File: src/design/ssp_pkg.sv
// constants shared by the synchronous serial port
// assumes one 200 MHz system clock and synchronous active-high reset
package ssp_pkg;

   // ---------------------------------------------------------------
   // clock
   // ---------------------------------------------------------------
   localparam int CLK_PERIOD_NS = 5;

   // ---------------------------------------------------------------
   // word and counter widths
   // ---------------------------------------------------------------
   localparam int SHIFT_W = 16;
   localparam int BYTE_W  = 8;
   localparam int DIV_W   = 8;
   localparam int EDGE_W  = 6;

   // ---------------------------------------------------------------
   // serial clock edges per transfer and divisor limits
   // ---------------------------------------------------------------
   localparam logic [EDGE_W-1:0] EDGES_BYTE = 6'h10;
   localparam logic [EDGE_W-1:0] EDGES_WORD = 6'h20;
   localparam logic [EDGE_W-1:0] EDGE_LAST_OFS = 6'h02;
   localparam logic [DIV_W-1:0]  DIV_MIN    = 8'h02;
   localparam logic [DIV_W-1:0]  DIV_ONE    = 8'h01;

   // ---------------------------------------------------------------
   // reset values
   // ---------------------------------------------------------------
   localparam logic [SHIFT_W-1:0] DATA_RST  = 16'h0000;
   localparam logic [DIV_W-1:0]   DIV_RST   = 8'h00;
   localparam logic [EDGE_W-1:0]  EDGE_RST  = 6'h00;
   localparam logic               FLAG_RST  = 1'b0;
   localparam logic               LEVEL_RST = 1'b0;

endpackage

File: src/design/ssp_port.sv
// synchronous serial port, master or slave, 8/16-bit full duplex shifter
// assumes control bits are held by software outside, pins are synchronous
// to clk, and the pad logic resolves each pin from its out/oe pair
//
// Operation
// RL1: 8 or 16 bits, MSB or LSB first
// RL2: master clock from 254-value divisor
// RL3: shift out and sample in together
// RL4: unselected slave never drives its output
// RL5: data write during transfer flags collision
// RL6: mode fault turns off output drivers
// RL7: configuration accepted any time
// RL8: status bits set only by hardware
// RL9: master data write starts transfer
// RL10: transfer-complete flag set in both modes
// RL11: read buffer; uncleared flag means overrun, discard
// RL12: data write loads shifter directly
// RL13: open-drain select on all output pins
// RL14: pin roles swap between master and slave
// RL15: master ignores externally begun transfers
// RL16: select active while master means mode fault
// RL17: interrupt request follows flag when enabled
// RL18: status read then data access clears flag
// RL19: phase and polarity pick drive/sample edges
// RL20: enabled slave starts on select low
// RL21: divisor ignored in slave mode
// RL22: only one master on the bus
// RL23: phase zero samples odd edges, shifts even
// RL24: phase one shifts odd edges, samples even
// RL25: divisor zero or one stops serial clock
// RL26: collision keeps transfer, drops data, no interrupt
// RL27: master idles clock at polarity level
`timescale 1ns/100ps
`default_nettype none

module ssp_port
   import ssp_pkg::*;
(
   input  wire logic                        clk,
   input  wire logic                        rst,
   // configuration
   input  wire logic                        portEnable,
   input  wire logic                        masterSelect,
   input  wire logic                        clockPhaseSel,
   input  wire logic                        clockPolaritySel,
   input  wire logic                        lowBitFirst,
   input  wire logic                        wordSize16,
   input  wire logic                        openDrainSelect,
   input  wire logic                        xferIrqEnable,
   input  wire logic [ssp_pkg::DIV_W-1:0]   bitRateDivisor,
   // software access strobes
   input  wire logic                        statusRd,
   input  wire logic                        dataRd,
   input  wire logic                        dataWr,
   input  wire logic [ssp_pkg::SHIFT_W-1:0] wrData,
   output logic      [ssp_pkg::SHIFT_W-1:0] rdData_q,
   output logic                             xferDoneFlag_q,
   output logic                             writeCollisionFlag_q,
   output logic                             overrunFlag_q,
   output logic                             modeFaultFlag_q,
   output logic                             irqReq_q,
   // serial pins
   input  wire logic                        sckIn,
   output logic                             sckOut_q,
   output logic                             sckOe_q,
   input  wire logic                        mosiIn,
   output logic                             mosiOut_q,
   output logic                             mosiOe_q,
   input  wire logic                        misoIn,
   output logic                             misoOut_q,
   output logic                             misoOe_q,
   input  wire logic                        ssN
);
   import ssp_pkg::*;

   // ---------------------------------------------------------------
   // state
   // ---------------------------------------------------------------
   logic [SHIFT_W-1:0] shift_q;
   logic [SHIFT_W-1:0] shift_d;
   logic [DIV_W-1:0]   divCnt_q;
   logic [EDGE_W-1:0]  edgeCnt_q;
   logic               mstBusy_q;
   logic               slvBusy_q;
   logic               sckLevel_q;
   logic               sckPrev_q;
   logic               outBit_q;
   logic               statusSeen_q;

   // ---------------------------------------------------------------
   // decode
   // ---------------------------------------------------------------
   logic              isMaster;
   logic              slaveSel;
   logic              faultNow;
   logic [EDGE_W-1:0] edgesTotal;
   logic [EDGE_W-1:0] lastSample;
   logic              mstTick;
   logic              mstEdge;
   logic              mstEnd;
   logic              slvEdge;
   logic              anyEdge;
   logic              sampleEdge;
   logic              driveEdge;
   logic              slvDone;
   logic              xferEvt;
   logic              busyAny;
   logic              loadOk;
   logic              collide;
   logic              clrSeq;
   logic              inBit;
   logic              doneKeep;

   function automatic logic firstBit(input logic [SHIFT_W-1:0] w, input logic lsb, input logic wide);
      firstBit = lsb ? w[0] : (wide ? w[SHIFT_W-1] : w[BYTE_W-1]);
   endfunction

   // RL7: config read live
   always_comb begin
      // RL14: master role only while no fault
      isMaster   = portEnable & masterSelect & ~modeFaultFlag_q;
      // RL20: slave selected by low select
      slaveSel   = portEnable & ~masterSelect & ~ssN;
      // RL16: select asserted while master
      faultNow   = portEnable & masterSelect & ~ssN;
      // RL1: size picks edge count
      edgesTotal = wordSize16 ? EDGES_WORD : EDGES_BYTE;
      lastSample = edgesTotal - EDGE_LAST_OFS + {{(EDGE_W-1){1'b0}}, clockPhaseSel};
      // RL25: low divisors never tick
      mstTick    = mstBusy_q & (bitRateDivisor >= DIV_MIN) & (divCnt_q == bitRateDivisor - DIV_ONE);
      mstEdge    = mstTick & (edgeCnt_q < edgesTotal);
      mstEnd     = mstTick & (edgeCnt_q >= edgesTotal);
      // RL15: slave edges only counted outside master mode
      slvEdge    = slaveSel & (sckIn != sckPrev_q) & (edgeCnt_q < edgesTotal);
      anyEdge    = mstEdge | slvEdge;
      // RL23: odd edges sample with phase zero
      // RL24: even edges sample with phase one
      sampleEdge = anyEdge & (edgeCnt_q[0] == clockPhaseSel);
      driveEdge  = anyEdge & (edgeCnt_q[0] != clockPhaseSel);
      slvDone    = slvEdge & sampleEdge & (edgeCnt_q == lastSample);
      // RL10: completion in either mode
      xferEvt    = mstEnd | slvDone;
      busyAny    = mstBusy_q | (clockPhaseSel ? slvBusy_q : slaveSel);
      // RL5: write while busy collides
      collide    = dataWr & busyAny;
      // RL12: otherwise the write goes straight in
      loadOk     = dataWr & ~busyAny;
      // RL18: status read then data access
      clrSeq     = statusSeen_q & (dataRd | dataWr);
      doneKeep   = xferDoneFlag_q & ~clrSeq;
      inBit      = masterSelect ? misoIn : mosiIn;
   end

   // RL3: sample shifts in while outgoing bit stays latched
   always_comb begin
      shift_d = shift_q;
      if (lowBitFirst) begin
         if (wordSize16) begin
            shift_d = {inBit, shift_q[SHIFT_W-1:1]};
         end else begin
            shift_d = {shift_q[SHIFT_W-1:BYTE_W], inBit, shift_q[BYTE_W-1:1]};
         end
      end else begin
         shift_d = {shift_q[SHIFT_W-2:0], inBit};
      end
   end

   // ---------------------------------------------------------------
   // shifter and outgoing bit
   // ---------------------------------------------------------------
   always_ff @(posedge clk) begin
      if (rst) begin
         shift_q <= DATA_RST;
      end else if (loadOk) begin
         // RL12: direct load, no transmit buffer
         shift_q <= wrData;
      end else if (sampleEdge) begin
         shift_q <= shift_d;
      end
   end

   always_ff @(posedge clk) begin
      if (rst) begin
         outBit_q <= LEVEL_RST;
      end else if (loadOk) begin
         outBit_q <= firstBit(wrData, lowBitFirst, wordSize16);
      end else if (driveEdge) begin
         // RL19: drive edge set by phase
         outBit_q <= firstBit(shift_q, lowBitFirst, wordSize16);
      end
   end

   // ---------------------------------------------------------------
   // master bit-rate generator and sequencing
   // ---------------------------------------------------------------
   // RL2: half period is divisor clocks
   // RL21: counter only runs for a master transfer
   always_ff @(posedge clk) begin
      if (rst) begin
         divCnt_q <= DIV_RST;
      end else if (~mstBusy_q | mstTick) begin
         divCnt_q <= DIV_RST;
      end else begin
         divCnt_q <= divCnt_q + DIV_ONE;
      end
   end

   always_ff @(posedge clk) begin
      if (rst) begin
         mstBusy_q <= FLAG_RST;
      end else if (faultNow | ~portEnable | ~masterSelect | mstEnd) begin
         mstBusy_q <= FLAG_RST;
      end else if (loadOk & isMaster) begin
         // RL9: write starts master transfer
         mstBusy_q <= 1'b1;
      end
   end

   always_ff @(posedge clk) begin
      if (rst) begin
         slvBusy_q <= FLAG_RST;
      end else if (~slaveSel | slvDone) begin
         slvBusy_q <= FLAG_RST;
      end else if (slvEdge) begin
         slvBusy_q <= 1'b1;
      end
   end

   // phase-one slaves may keep select low, so the count restarts at completion
   always_ff @(posedge clk) begin
      if (rst) begin
         edgeCnt_q <= EDGE_RST;
      end else if (loadOk | xferEvt | (~masterSelect & ~slaveSel) | (masterSelect & ~mstBusy_q)) begin
         edgeCnt_q <= EDGE_RST;
      end else if (anyEdge) begin
         edgeCnt_q <= edgeCnt_q + 6'h01;
      end
   end

   // the edge detector follows the pin through reset, so no false edge follows it
   always_ff @(posedge clk) begin
      sckPrev_q <= sckIn;
      if (rst) begin
         sckLevel_q <= LEVEL_RST;
      end else if (~mstBusy_q) begin
         // RL27: idle at polarity level
         sckLevel_q <= clockPolaritySel;
      end else if (mstEdge) begin
         sckLevel_q <= ~sckLevel_q;
      end
   end

   // ---------------------------------------------------------------
   // status flags and read buffer
   // ---------------------------------------------------------------
   // RL8: flags set only by events here
   always_ff @(posedge clk) begin
      if (rst) begin
         xferDoneFlag_q <= FLAG_RST;
         overrunFlag_q  <= FLAG_RST;
         rdData_q       <= DATA_RST;
      end else begin
         // RL11: uncleared flag makes the new word overrun
         if (xferEvt & ~doneKeep) begin
            rdData_q <= wordSize16 ? (slvDone ? shift_d : shift_q)
                                   : {8'h00, (slvDone ? shift_d[BYTE_W-1:0] : shift_q[BYTE_W-1:0])};
         end
         xferDoneFlag_q <= xferEvt | doneKeep;
         overrunFlag_q  <= (xferEvt & doneKeep) | (overrunFlag_q & ~clrSeq);
      end
   end

   // RL26: collision flag only, transfer untouched
   always_ff @(posedge clk) begin
      if (rst) begin
         writeCollisionFlag_q <= FLAG_RST;
         modeFaultFlag_q      <= FLAG_RST;
      end else begin
         writeCollisionFlag_q <= collide | (writeCollisionFlag_q & ~clrSeq);
         modeFaultFlag_q      <= faultNow | (modeFaultFlag_q & ~clrSeq);
      end
   end

   always_ff @(posedge clk) begin
      if (rst) begin
         statusSeen_q <= FLAG_RST;
      end else if (clrSeq) begin
         statusSeen_q <= FLAG_RST;
      end else if (statusRd & (xferDoneFlag_q | writeCollisionFlag_q | overrunFlag_q | modeFaultFlag_q)) begin
         statusSeen_q <= 1'b1;
      end
   end

   // RL17: request tracks flag when enabled
   always_ff @(posedge clk) begin
      if (rst) begin
         irqReq_q <= FLAG_RST;
      end else begin
         irqReq_q <= xferIrqEnable & (xferEvt | doneKeep);
      end
   end

   // ---------------------------------------------------------------
   // pin drivers
   // ---------------------------------------------------------------
   // RL6: fault removes master drivers
   // RL4: slave drives only while selected
   // RL13: open drain drives low only
   always_ff @(posedge clk) begin
      if (rst) begin
         sckOut_q  <= LEVEL_RST;
         sckOe_q   <= FLAG_RST;
         mosiOut_q <= LEVEL_RST;
         mosiOe_q  <= FLAG_RST;
         misoOut_q <= LEVEL_RST;
         misoOe_q  <= FLAG_RST;
      end else begin
         sckOut_q  <= openDrainSelect ? 1'b0 : sckLevel_q;
         sckOe_q   <= isMaster & ~faultNow & (~openDrainSelect | ~sckLevel_q);
         mosiOut_q <= openDrainSelect ? 1'b0 : outBit_q;
         mosiOe_q  <= isMaster & ~faultNow & (~openDrainSelect | ~outBit_q);
         misoOut_q <= openDrainSelect ? 1'b0 : outBit_q;
         misoOe_q  <= slaveSel & (~openDrainSelect | ~outBit_q);
      end
   end

endmodule

`default_nettype wire

File: config.mk
export PLATFORM = sky130hd
export DESIGN_NAME = ssp_port
export DESIGN_NICKNAME = d
export VERILOG_FILES = /design/src/design/ssp_pkg.sv /design/src/design/ssp_port.sv
export SDC_FILE = /design/constraint.sdc
export NUM_CORES = 1
export LEC_CHECK = 0
export BUFFER_PORTS_ARGS = -buffer_cell sky130_fd_sc_hd__buf_2
export CAP_MARGIN = 0
export CORE_ASPECT_RATIO = 1.1
export CORE_MARGIN = 10
export CORE_UTILIZATION = 45
export DETAILED_ROUTE_END_ITERATION = 8
export PLACE_DENSITY = 0.67
export SLEW_MARGIN = 20
export SYNTH_ARGS = -nofsm -noshare
export SYNTH_HDL_FRONTEND = slang
export SYNTH_SLANG_ARGS = --single-unit
File: constraint.sdc
create_clock -name clk -period 5.4 [get_ports clk]
set_input_delay 0.27 -clock clk [delete_from_list [all_inputs] [get_ports clk]]
set_output_delay 0.27 -clock clk [all_outputs]
set_load 0.02 [all_outputs]
==> metrics.md, run 1 <==
| Metric | Value |
|---|---|
| Status | `finished clean` |
| Global-route wire length before repair | `~16000 microns` |
| Final Setup Violations | `0` |
| Final Max Slew Viols | `0` |
| Post-DP HPWL | `approximately 6800 microns` |
| Synth top area share | `between 30% and 40%` |
| Top cells by area, synth | `dfxtp_1, mux2i_1, nor2_1, xor2_1, nor3_1` |
| CP Buf/Inv Count | `3` |
| Worst Reg-to-Reg Cells | `9` |
| Post-synth EDFFs | `0` |
| Fin crit share | `around 56%` |
| Post-synth ARST share | `0%` |
| Final Hold Viols | `0` |
| Synth Area per Inst | `8.66 sq um` |
| CP Capture Type | `register` |
| Clock sinks | `62` |
| Max Cap Viol | `0` |
| Min-Delay Path Class | `in2reg` |
| Horiz. Die Dim | `107 microns` |
| Drt initial violations | `286` |
| Comb pwr share | `about 14%` |
| Synth area leader | `dfxtp_1` |
| Crit path max-delay family | `simple AND/OR/NAND/NOR gates` |
| Synthesized flop and latch total | `62` |
| Psw | `about 300 uW` |
| Most common cell in the netlist | `nor2_1` |
| GRT overflow | `0` |
| Longest Clk Path Bufs | `2` |
| P&R area growth vs syn | `14.6%` |
| Cts-stage hold buffer count | `0` |
| Worst-margin pin slew | `between 1 and 1.5 ns` |
| Total Die Area | `around 12000 sq um` |
| Reg clk slew, reported paths | `about 0.080 ns` |
| Final #Nets | `531` |
| CP arrival | `~3.2 ns` |
| Hold Crit Depth | `1` |
| Leak | `0.00167 uW` |
| Seq/Total Area, Yosys | `33.5%` |
| CTS buffer count | `9` |
| Synth Flop Type | `dfxtp_1` |
| Net Sw Frac | `between 30% and 40%` |
| Total global-route track usage | `15.7%` |
| Synth warn | `0` |
| Clock latency on the worst-skew pair | `0.35 ns` |
| DR vias/cell | `around 5.5` |
| Worst path required time | `between 5 and 6 ns` |
| N_diodes | `0` |
| Clock Skew | `roughly 0.012 ns` |
| Fmax | `around 330 MHz` |
| Type of the worst setup path | `in2reg` |
| Synth Cell Area | `between 3000 and 4000 sq um` |
| WL per Instance | `approximately 16 microns` |
| H-Tree Depth | `3` |
| Clk root buf | `clkbuf_8` |
| Final min period | `about 3 ns` |
| Max-slew headroom | `between 30% and 40%` |
| Number of global-route vias before repair | `3243` |
| Buffers on Ports | `67` |
| Final Instance Count excl. Fillers | `between 500 and 600` |
| # rows | `34` |
| Synth Net Count | `476` |
| Post-Route WL | `9650 microns` |
| Post-CTS setup buffer count | `0` |
| Die Y | `115 microns` |
| Sequential Power Share | `about half` |
| Post-synth top cells | `nor2_1, dfxtp_1, mux2i_1` |
| Largest net degree at the start of global routing | `40` |
| Stages on worst setup path | `11` |
| Detail Route Antenna Nets | `0` |
| P per Cell Area | `around 230 nW/um^2` |
| Initial antenna violation count | `0` |
| Core area | `approximately 8000 sq um` |
| Vias post-DR | `3304` |
| First-pass DRT Iterations | `5` |
| CP Max Fanout | `15` |
| DRC | `0` |
| Placer Congestion | `around 0.83` |
| Gate count of the mapped netlist | `around 430` |
| CP Cell Sequence | `buf_2, clkinv_1, ha_1, nand2b_1, and4_1, and2_1, nand2_1, o31ai_4, buf_8, mux2i_1, nor2_1` |
| Share of layout cells above drive strength 1 | `between 20% and 30%` |
| Total Power | `999 uW` |
| IO Pins | `68` |
| Starting Density | `between 40% and 50%` |
| Count of cell types in the netlist | `66` |
| Slowest stage delay, CP | `approximately 0.56 ns` |
| RSZ-0062 raised after global routing | `false` |
| Internal power | `~700 uW` |
| Post-cts sizing count | `0` |
| CP max stage cell | `and2_1` |
| Setup TNS | `0 ns` |
| Peak VDD IR | `0.120 mV` |
| Clock share of power | `a little over a third` |
| Dpl cells | `slightly below 600` |
| CTS tree | `yes` |
| CP startpoint kind | `primary input` |
-- area by class of cell --
type	count	area [sq um]
Clock buffer	9	124
Fill cell	762	3700
Tap cell	108	135
Multi-Input combinational cell	330	2300
Timing Repair Buffer	68	350
Sequential cell	62	1240
Inverter	12	45.0
Clock inverter	7	50.0
-- path summary, 6_finish.rpt --
kind	startpoint	end	slack, ns
hold reg to reg	sckLevel_q	sckOe_q	0.49
setup / recovery	wordSize16	rdData_q[8]	2.37
setup reg to reg	edgeCnt_q[5]	rdData_q[8]	2.68
hold / removal	sckIn	sckPrev_q	0.05
-- stage by stage --
step | hold slack [ns] | setup slack, ns | cell area, sq um | util, %
floorplan | 0.298 | 2.68 | 3710 | -
global placement | 0.400 | 2.22 | 4050 | 50.9
detailed placement | 0.403 | 2.09 | 4050 | 50.9
CTS | 0.0414 | 2.46 | 4220 | 53.1
global route | 0.0446 | 2.14 | 4250 | 53.4
finish | 0.0519 | 2.37 | 4250 | 53.4
-- worst reg2reg max path, cell delays in order, from the launching register on --
cell,delay [ns]
dfxtp_1,0.39
ha_1,0.27
nand2b_1,0.11
and4_1,0.38
and2_1,0.56
nand2_1,0.18
o31ai_4,0.20
buf_8,0.24
mux2i_1,0.22
nor2_1,0.05
-- power groups by stage --
| stage | Sequential, uW | Clock (uW) | Combinational (uW) |
|---|---|---|---|
| 6_report | 491 | 364 | 143 |
| 3_5_place_dp | 501 | 0 | 141 |
| 3_3_place_gp | 500 | 0 | 138 |
| 5_1_grt | 494 | 390 | 159 |
| 4_1_cts | 490 | 372 | 142 |
| 2_1_floorplan | 498 | 0 | 99.4 |
-- cell usage in the layout, fill, tap and decap left out, types with 8 or more instances in the layout --
cell type  netlist  layout
o221a_2          8       8
dfxtp_1         62      62
nor3_1          25      25
mux2i_1         40      40
nor2_1          66      66
o21ai_0         14      14
nand2_1         20      20
inv_1           11      11
nand3_1         18      18
clkbuf_8         0       9
mux2_2           8       8
a21oi_1         17      17
xor2_1          15      15
buf_2            1      67
-- state kept, by name, summed over array words and instances (netlist names), 6 cells and up --
name       cells
shift_q       16
rdData_q      16
divCnt_q       8
edgeCnt_q      6
-- routing by layer --
layer  wire (microns)  track usage, %  vias to the layer above
li1                 -               -                     1644
met1             4620            20.2                     1546
met2             4170            23.6                      104
met3              728            5.15                       10
met4              137            6.68                        0
met5                0               0                        -
-- cell families after synthesis --
family                     Yosys count  synth area share [%]
and+or+nand+nor                    170                  22.6
AOI/OAI and AO/OA                   82                  18.2
DFF                                 62                  33.5
muxes                               48                  13.2
buffers and inverters               36                  4.69
xor gates and xnor gates            23                  5.43
adders and majority gates            7                  2.36
(Power assumes the default switching activity.)
==> run 2, diff against run 1 <==
--- a/config.mk
+++ b/config.mk
@@ -5,6 +5,7 @@
 export SDC_FILE = /design/constraint.sdc
 export NUM_CORES = 1
 export LEC_CHECK = 0
+export ABC_AREA = 1
 export BUFFER_PORTS_ARGS = -buffer_cell sky130_fd_sc_hd__buf_2
 export CAP_MARGIN = 0
 export CORE_ASPECT_RATIO = 1.1
==> constraint.sdc (replaced) <==
create_clock -name clk -period 2.9 [get_ports clk]
set_input_delay 0.145 -clock clk [delete_from_list [all_inputs] [get_ports clk]]
set_output_delay 0.145 -clock clk [all_outputs]
set_load 0.02 [all_outputs]
==> run 2 against run 1 <==
Utilization is 0.41 points higher. Area after synthesis decreased by 0.10%. Worst setup slack worse by 1.7 ns. Die area barely moved. Sequential cell count stayed put. Sequential share of layout area decreased by 0.22 points. Critical path type is now reg2reg. Largest power group unchanged. Highest routed layer unchanged.
==> metrics.md, run 2 <==
| Metric | Value |
|---|---|
| Synth top area share | `roughly 34%` |
| Fmax | `approximately 450 MHz` |
| CTS buffer count | `9` |
| Status | `finished clean` |
| RSZ-0062 raised after global routing | `false` |
| Hold Crit Depth | `2` |
| Longest Clk Path Bufs | `2` |
| # rows | `34` |
| Post-synth ARST share | `0%` |
| Number of fill cells | `808` |
| Max Cap Viol | `0` |
| GRT overflow | `0` |
| Synthesized flop and latch total | `62` |
| IO Pins | `68` |
| CP startpoint kind | `register` |
| CP Capture Type | `register` |
| Final Setup Violations | `0` |
| Synth area leader | `dfxtp_1` |
| Global-route wire length before repair | `between 15000 and 20000 microns` |
| Commonest non-fill, non-tap cell in the layout | `nand2_1` |
| Leak | `0.00200 uW` |
| Share of layout cells above drive strength 1 | `between 15 and 20%` |
| Post-synth EDFFs | `0` |
| Commonest cells after routing, fill and taps aside | `nand2_1, buf_2, dfxtp_1` |
| Min-Delay Path Class | `in2reg` |
| Final #Nets | `slightly below 700` |
| Type of the worst setup path | `reg2reg` |
| Synth Net Count | `between 600 and 700` |
| CP Max Fanout | `19` |
| Post-DP HPWL | `between 7000 and 8000 microns` |
| Worst Reg-to-Reg Cells | `11` |
| Worst flop-to-flop path endpoint | `rdData_q[15]` |
| P&R area growth vs syn | `15.6%` |
| Most common cell in the netlist | `nand2_1` |
| Clk root buf | `clkbuf_8` |
| Gate count of the mapped netlist | `577` |
| Largest regs | `rdData_q: 16 flops, shift_q: 16 flops, divCnt_q: 8 flops` |
| N_diodes | `0` |
| Synth Cell Area | `3700 sq um` |
| Number of global-route vias before repair | `around 3400` |
| Post-Route WL | `roughly 9700 microns` |
| Top cells by area, synth | `dfxtp_1, nand2_1, a21oi_1, o21ai_0, nand3_1` |
| CP arrival | `between 2 and 2.5 ns` |
| Die Y | `between 100 and 150 microns` |
| Total global-route track usage | `~16%` |
| Vias post-DR | `between 3000 and 4000` |
| Seq/Total Area, Yosys | `33.5%` |
| Worst-margin pin slew | `0.650 ns` |
| Min-Delay Endpoint | `sckOe_q` |
| Drt initial violations | `about 310` |
| Placement Cell Area | `between 4000 and 5000 sq um` |
| Worst path required time | `between 3 and 4 ns` |
| Core area | `7960 sq um` |
| P per Cell Area | `around 470 nW/um^2` |
| Final Hold Viols | `0` |
| Synth warn | `0` |
| Total Power | `about 2000 uW` |
| Clock sinks | `62` |
| Count of cell types in the netlist | `39` |
| Clock latency on the worst-skew pair | `between 0.3 and 0.4 ns` |
| First-pass DRT Iterations | `5` |
| Horiz. Die Dim | `approximately 110 microns` |
| Max-slew headroom | `56.6%` |
| Reg clk slew, reported paths | `~0.070 ns` |
| DR vias/cell | `between 4 and 5` |
| Clock Skew | `0.0100 ns` |
| Post-synth top cells | `nand2_1, dfxtp_1, a21oi_1` |
| Detail Route Antenna Nets | `0` |
| Fin crit share | `between 70% and 80%` |
| Initial antenna violation count | `0` |
| Synth Area per Inst | `6.42 sq um` |
| Post-cts sizing count | `0` |
| Placer Congestion | `0.884` |
| H-Tree Depth | `3` |
| Final Max Slew Viols | `0` |
| Min-delay src | `openDrainSelect` |
| Peak VDD IR | `around 0.23 mV` |
| Reg2Reg Launch Point | `edgeCnt_q[5]` |
| Total Die Area | `between 10000 and 15000 sq um` |
| Final min period | `2.20 ns` |
| Final Instance Count excl. Fillers | `roughly 750` |
| Setup TNS | `0 ns` |
| DRC | `0` |
| Starting Density | `around 47%` |
| WL per Instance | `~13 microns` |
| Post-layout util | `between 50% and 60%` |
| Buffers on Ports | `67` |
| Largest net degree at the start of global routing | `48` |
| Synth Flop Type | `dfxtp_1` |
| CTS tree | `yes` |
| R2R setup slack | `between 0.6 and 0.7 ns` |
| Final Instance Area | `4280 sq um` |
| Dpl cells | `roughly 730` |
-- run 2: worst max-delay path by stage --
stage,to,cells after the start,startpoint
after floorplan,rdData_q[6],13,edgeCnt_q[5]
after global placement,rdData_q[15],13,wordSize16
after detailed placement,rdData_q[15],13,wordSize16
final,rdData_q[15],11,edgeCnt_q[5]
after CTS,rdData_q[15],11,edgeCnt_q[5]
after global routing,rdData_q[15],11,edgeCnt_q[5]
-- run 2: timing repair --
action / 4_1_cts / 5_1_grt
hold endpoints to repair: 1 / 0
setup buffers: 0 / 0
hold buffers: 1 / 0
-- run 2: cell type report --
| class | instances | area, sq um | share of cell area, % |
|---|---|---|---|
| clock inverter | 4 | 70.1 | 1.64 |
| multi-input combinational | 428 | 2090 | 48.8 |
| timing repair buffer | 71 | 368 | 8.59 |
| inverter | 61 | 231 | 5.40 |
| clock buffer | 12 | 145 | 3.39 |
| sequential | 62 | 1240 | 29.0 |
| tap | 108 | 135 | 3.16 |
-- run 2: routing by layer --
metal	GRT usage [%]	vias up	wire (microns)
li1	-	1974	-
met1	22.3	1641	4790
met2	23.1	101	4120
met3	5.37	6	713
met4	4.07	0	87
met5	0	-	0
-- run 2: through the flow --
stage	hold WS, ns	worst slack (ns)
after floorplan	0.173	1.12
after global placement	0.274	0.693
final	0.0181	0.696
after global routing	0.0113	0.463
after CTS	0.00189	0.700
after detailed placement	0.277	0.622
-- run 2: kinds of logic (layout without fill, tap and decap cells) --
kind of cell               after synthesis  in the layout  synth area share (%)
xor gates and xnor gates                14             14                  3.31
adders and majority gates                7              7                  2.36
AOI/OAI and AO/OA                      117            117                  16.4
and+or+nand+nor                        290            290                  34.4
buffers and inverters                   87            148                  10.0
DFF                                     62             62                  33.5
-- run 2: report_power, final --
group / total [uW] / internal [uW] / switching (uW)
registers: 894 / 878 / 16.5
logic: 284 / 102 / 183
clock network: 848 / 505 / 342
total: 2030 / 1480 / 541
-- run 2: worst max-delay path, cell delays in order (launching register included) --
cell and delay [ns]:
dfxtp_1 0.40, ha_1 0.27, nand2_1 0.07, nand2_1 0.04
inv_1 0.12, nand2_1 0.08, nor2_2 0.14, nand2_2 0.23
nand2_4 0.26, nand2_2 0.22, o21ai_0 0.22, nor2_1 0.05
==> run 3, diff against run 2 <==
==> constraint.sdc (replaced) <==
create_clock -name clk -period 2.1 [get_ports clk]
set_input_delay 0.105 -clock clk [delete_from_list [all_inputs] [get_ports clk]]
set_output_delay 0.105 -clock clk [all_outputs]
set_load 0.02 [all_outputs]
==> run 3 against run 2 <==
Global-route usage is 0.21 points lower. Clock skew is 0.0014 ns higher. Critical path depth stayed put. Clock-buffer cell count shrank 3. Fmax is 13% higher. Die area did not move. Critical path type unchanged. Critical endpoint is now rdData_q[11]. Largest cell class unchanged. Largest power group unchanged.
==> metrics.md, run 3 (synthesis gave the netlist of run 2 again) <==
| Metric | Value |
|---|---|
| Type of the worst setup path | `reg2reg` |
| Reg2Reg Launch Point | `edgeCnt_q[5]` |
| Detail Route Antenna Nets | `0` |
| Die Y | `115 microns` |
| Slowest stage delay, CP | `around 0.34 ns` |
| Final Instance Area | `4410 sq um` |
| Clock share of power | `41.8%` |
| GRT overflow | `0` |
| Fmax | `roughly 510 MHz` |
| # rows | `34` |
| P per Cell Area | `639 nW/um^2` |
| Max Cap Viol | `0` |
| Hold Crit Depth | `2` |
| DR vias/cell | `5.01` |
| Clk root buf | `clkbuf_8` |
| Commonest cells after routing, fill and taps aside | `nand2_1, buf_2, dfxtp_1` |
| CP startpoint kind | `register` |
| Peak VDD IR | `between 0.3 and 0.4 mV` |
| H-Tree Depth | `3` |
| Reg clk slew, reported paths | `around 0.070 ns` |
| Worst-margin pin slew | `between 0.4 and 0.5 ns` |
| Starting Density | `between 40% and 50%` |
| Fin crit share | `around 93%` |
| Vias post-DR | `3800` |
| Commonest non-fill, non-tap cell in the layout | `nand2_1` |
| CTS tree | `yes` |
| P&R area growth vs syn | `19.0%` |
| CP Capture Type | `register` |
| Final Max Slew Viols | `0` |
| Leak | `0.00205 uW` |
| Comb pwr share | `between 10% and 20%` |
| Global-route wire length before repair | `between 15000 and 20000 microns` |
| Clock Skew | `around 0.011 ns` |
| Core area | `a little under 8000 sq um` |
| Psw | `782 uW` |
| Post-DP HPWL | `approximately 7400 microns` |
| Sequential Power Share | `43.8%` |
| CP max stage cell | `dfxtp_2` |
| Drt initial violations | `between 200 and 250` |
| Setup TNS | `0 ns` |
| Largest net degree at the start of global routing | `32` |
| DRC | `0` |
| First-pass DRT Iterations | `5` |
| Total Die Area | `between 10000 and 15000 sq um` |
| Total global-route track usage | `between 10% and 20%` |
| WL per Instance | `around 13 microns` |
| Internal power | `2030 uW` |
| Min-delay src | `ssN` |
| Status | `finished clean` |
| Min-Delay Endpoint | `modeFaultFlag_q` |
| Buffers on Ports | `67` |
| Placement Cell Area | `around 4100 sq um` |
| Final min period | `a little under 2 ns` |
| Crit-path most repeated cell | `nand2_1` |
| CP Cell Sequence | `ha_1, nand2_1, nand2_1, inv_1, nand2_1, nor2_2, nand2_2, buf_4, a21oi_1, nand3_1, a21oi_1` |
| IO Pins | `68` |
| Worst flop-to-flop path endpoint | `rdData_q[11]` |
| Clock sinks | `62` |
| RSZ-0062 raised after global routing | `false` |
| CP arrival | `between 2 and 2.5 ns` |
| Longest Clk Path Bufs | `2` |
| Net Sw Frac | `27.8%` |
| Worst path required time | `approximately 2.4 ns` |
| Number of global-route vias before repair | `~3500` |
| Post-Route WL | `approximately 9800 microns` |
| Clock latency on the worst-skew pair | `roughly 0.35 ns` |
| R2R setup slack | `about 0.15 ns` |
| Initial antenna violation count | `0` |
| Share of layout cells above drive strength 1 | `between 10% and 20%` |
| Final Setup Violations | `0` |
| N_diodes | `0` |
| Final #Nets | `between 600 and 700` |
| Horiz. Die Dim | `about 110 microns` |
| CTS buffer count | `9` |
| Final Hold Viols | `0` |
| Placer Congestion | `0.861` |
| Min-Delay Path Class | `in2reg` |
| Max-slew headroom | `between 70% and 80%` |
| Largest regs | `rdData_q: 16 flops, shift_q: 16 flops, divCnt_q: 8 flops` |
| CP Max Fanout | `11` |
| Worst Reg-to-Reg Cells | `11` |
==> run 3: cell types whose count changed in the layout (fill, tap and decap cells not counted), moves of 2 or more <==
cell | previous run | this run
o21ai_1 | 1 | 4
a21oi_2 | 0 | 3
clkinv_4 | 0 | 4
o21ai_0 | 49 | 46
dlygate4sd3_1 | 1 | 4
buf_4 | 3 | 12
clkbuf_1 | 2 | 0
a21oi_1 | 58 | 55
==> run 3: area by class of cell <==
| type | instances | area, sq um |
|---|---|---|
| Clock buffer | 9 | 124 |
| Clock inverter | 7 | 98.8 |
| Fill cell | 798 | 3550 |
| Inverter | 61 | 234 |
| Multi-Input combinational cell | 428 | 2110 |
| Sequential cell | 62 | 1240 |
| Tap cell | 108 | 135 |
| Timing Repair Buffer | 83 | 465 |
==> run 3: per-layer routing <==
metal | up-vias | track usage (%) | wire, microns
met4 | 0 | 5.06 | 105
met2 | 107 | 23.9 | 4200
li1 | 1996 | - | -
met1 | 1686 | 21.6 | 4830
met5 | - | 0 | 0
met3 | 11 | 3.92 | 659
==> run 3: critical path: cells and delay by family, from the launching register on <==
family	cells	cell delay [ns]
adders and majority gates	1	0.29
AOI/OAI and AO/OA	2	0.40
DFF	1	0.34
and+or+nand+nor	6	0.59
buffers and inverters	2	0.27
==> run 3: worst max path at each step <==
| stage | slack [ns] | endpoint | cells past startpoint | start |
|---|---|---|---|---|
| floorplan | 0.32 | rdData_q[6] | 13 | edgeCnt_q[5] |
| CTS | 0.08 | rdData_q[8] | 12 | edgeCnt_q[5] |
| global placement | 0.13 | rdData_q[8] | 12 | edgeCnt_q[5] |
| global route | 0.02 | shift_q[0] | 13 | divCnt_q[4] |
| finish | 0.15 | rdData_q[11] | 11 | edgeCnt_q[5] |
| detailed placement | 0.11 | rdData_q[10] | 11 | edgeCnt_q[5] |
==> run 3: metrics by stage <==
stage | util (%) | instances | setup WS, ns | power, uW | hold slack (ns)
finish | 55.4 | 758 | 0.147 | 2820 | 0.0223
global route | 55.4 | 758 | 0.0173 | 2950 | 0.0304
CTS | 55.1 | 757 | 0.0800 | 2820 | 0.0111
detailed placement | 51.8 | 737 | 0.106 | 1650 | 0.233
global placement | 51.8 | 737 | 0.135 | 1650 | 0.234
floorplan | - | 577 | 0.325 | 1530 | 0.133
==> run 3: timing repair <==
item / CTS / global route
endpoints found under the setup margin: 0 / 12
endpoints found under the hold margin: 4 / 0
buffers inserted: 0 / 1
hold buffers: 4 / 0
resized for setup: 0 / 10
==> run 3: power groups by stage <==
stage	sequential, uW	combinational [uW]	clock [uW]
final	1230	405	1180
after CTS	1230	401	1190
after global routing	1240	465	1250
after floorplan	1260	267	0
after global placement	1260	388	0
after detailed placement	1260	393	0
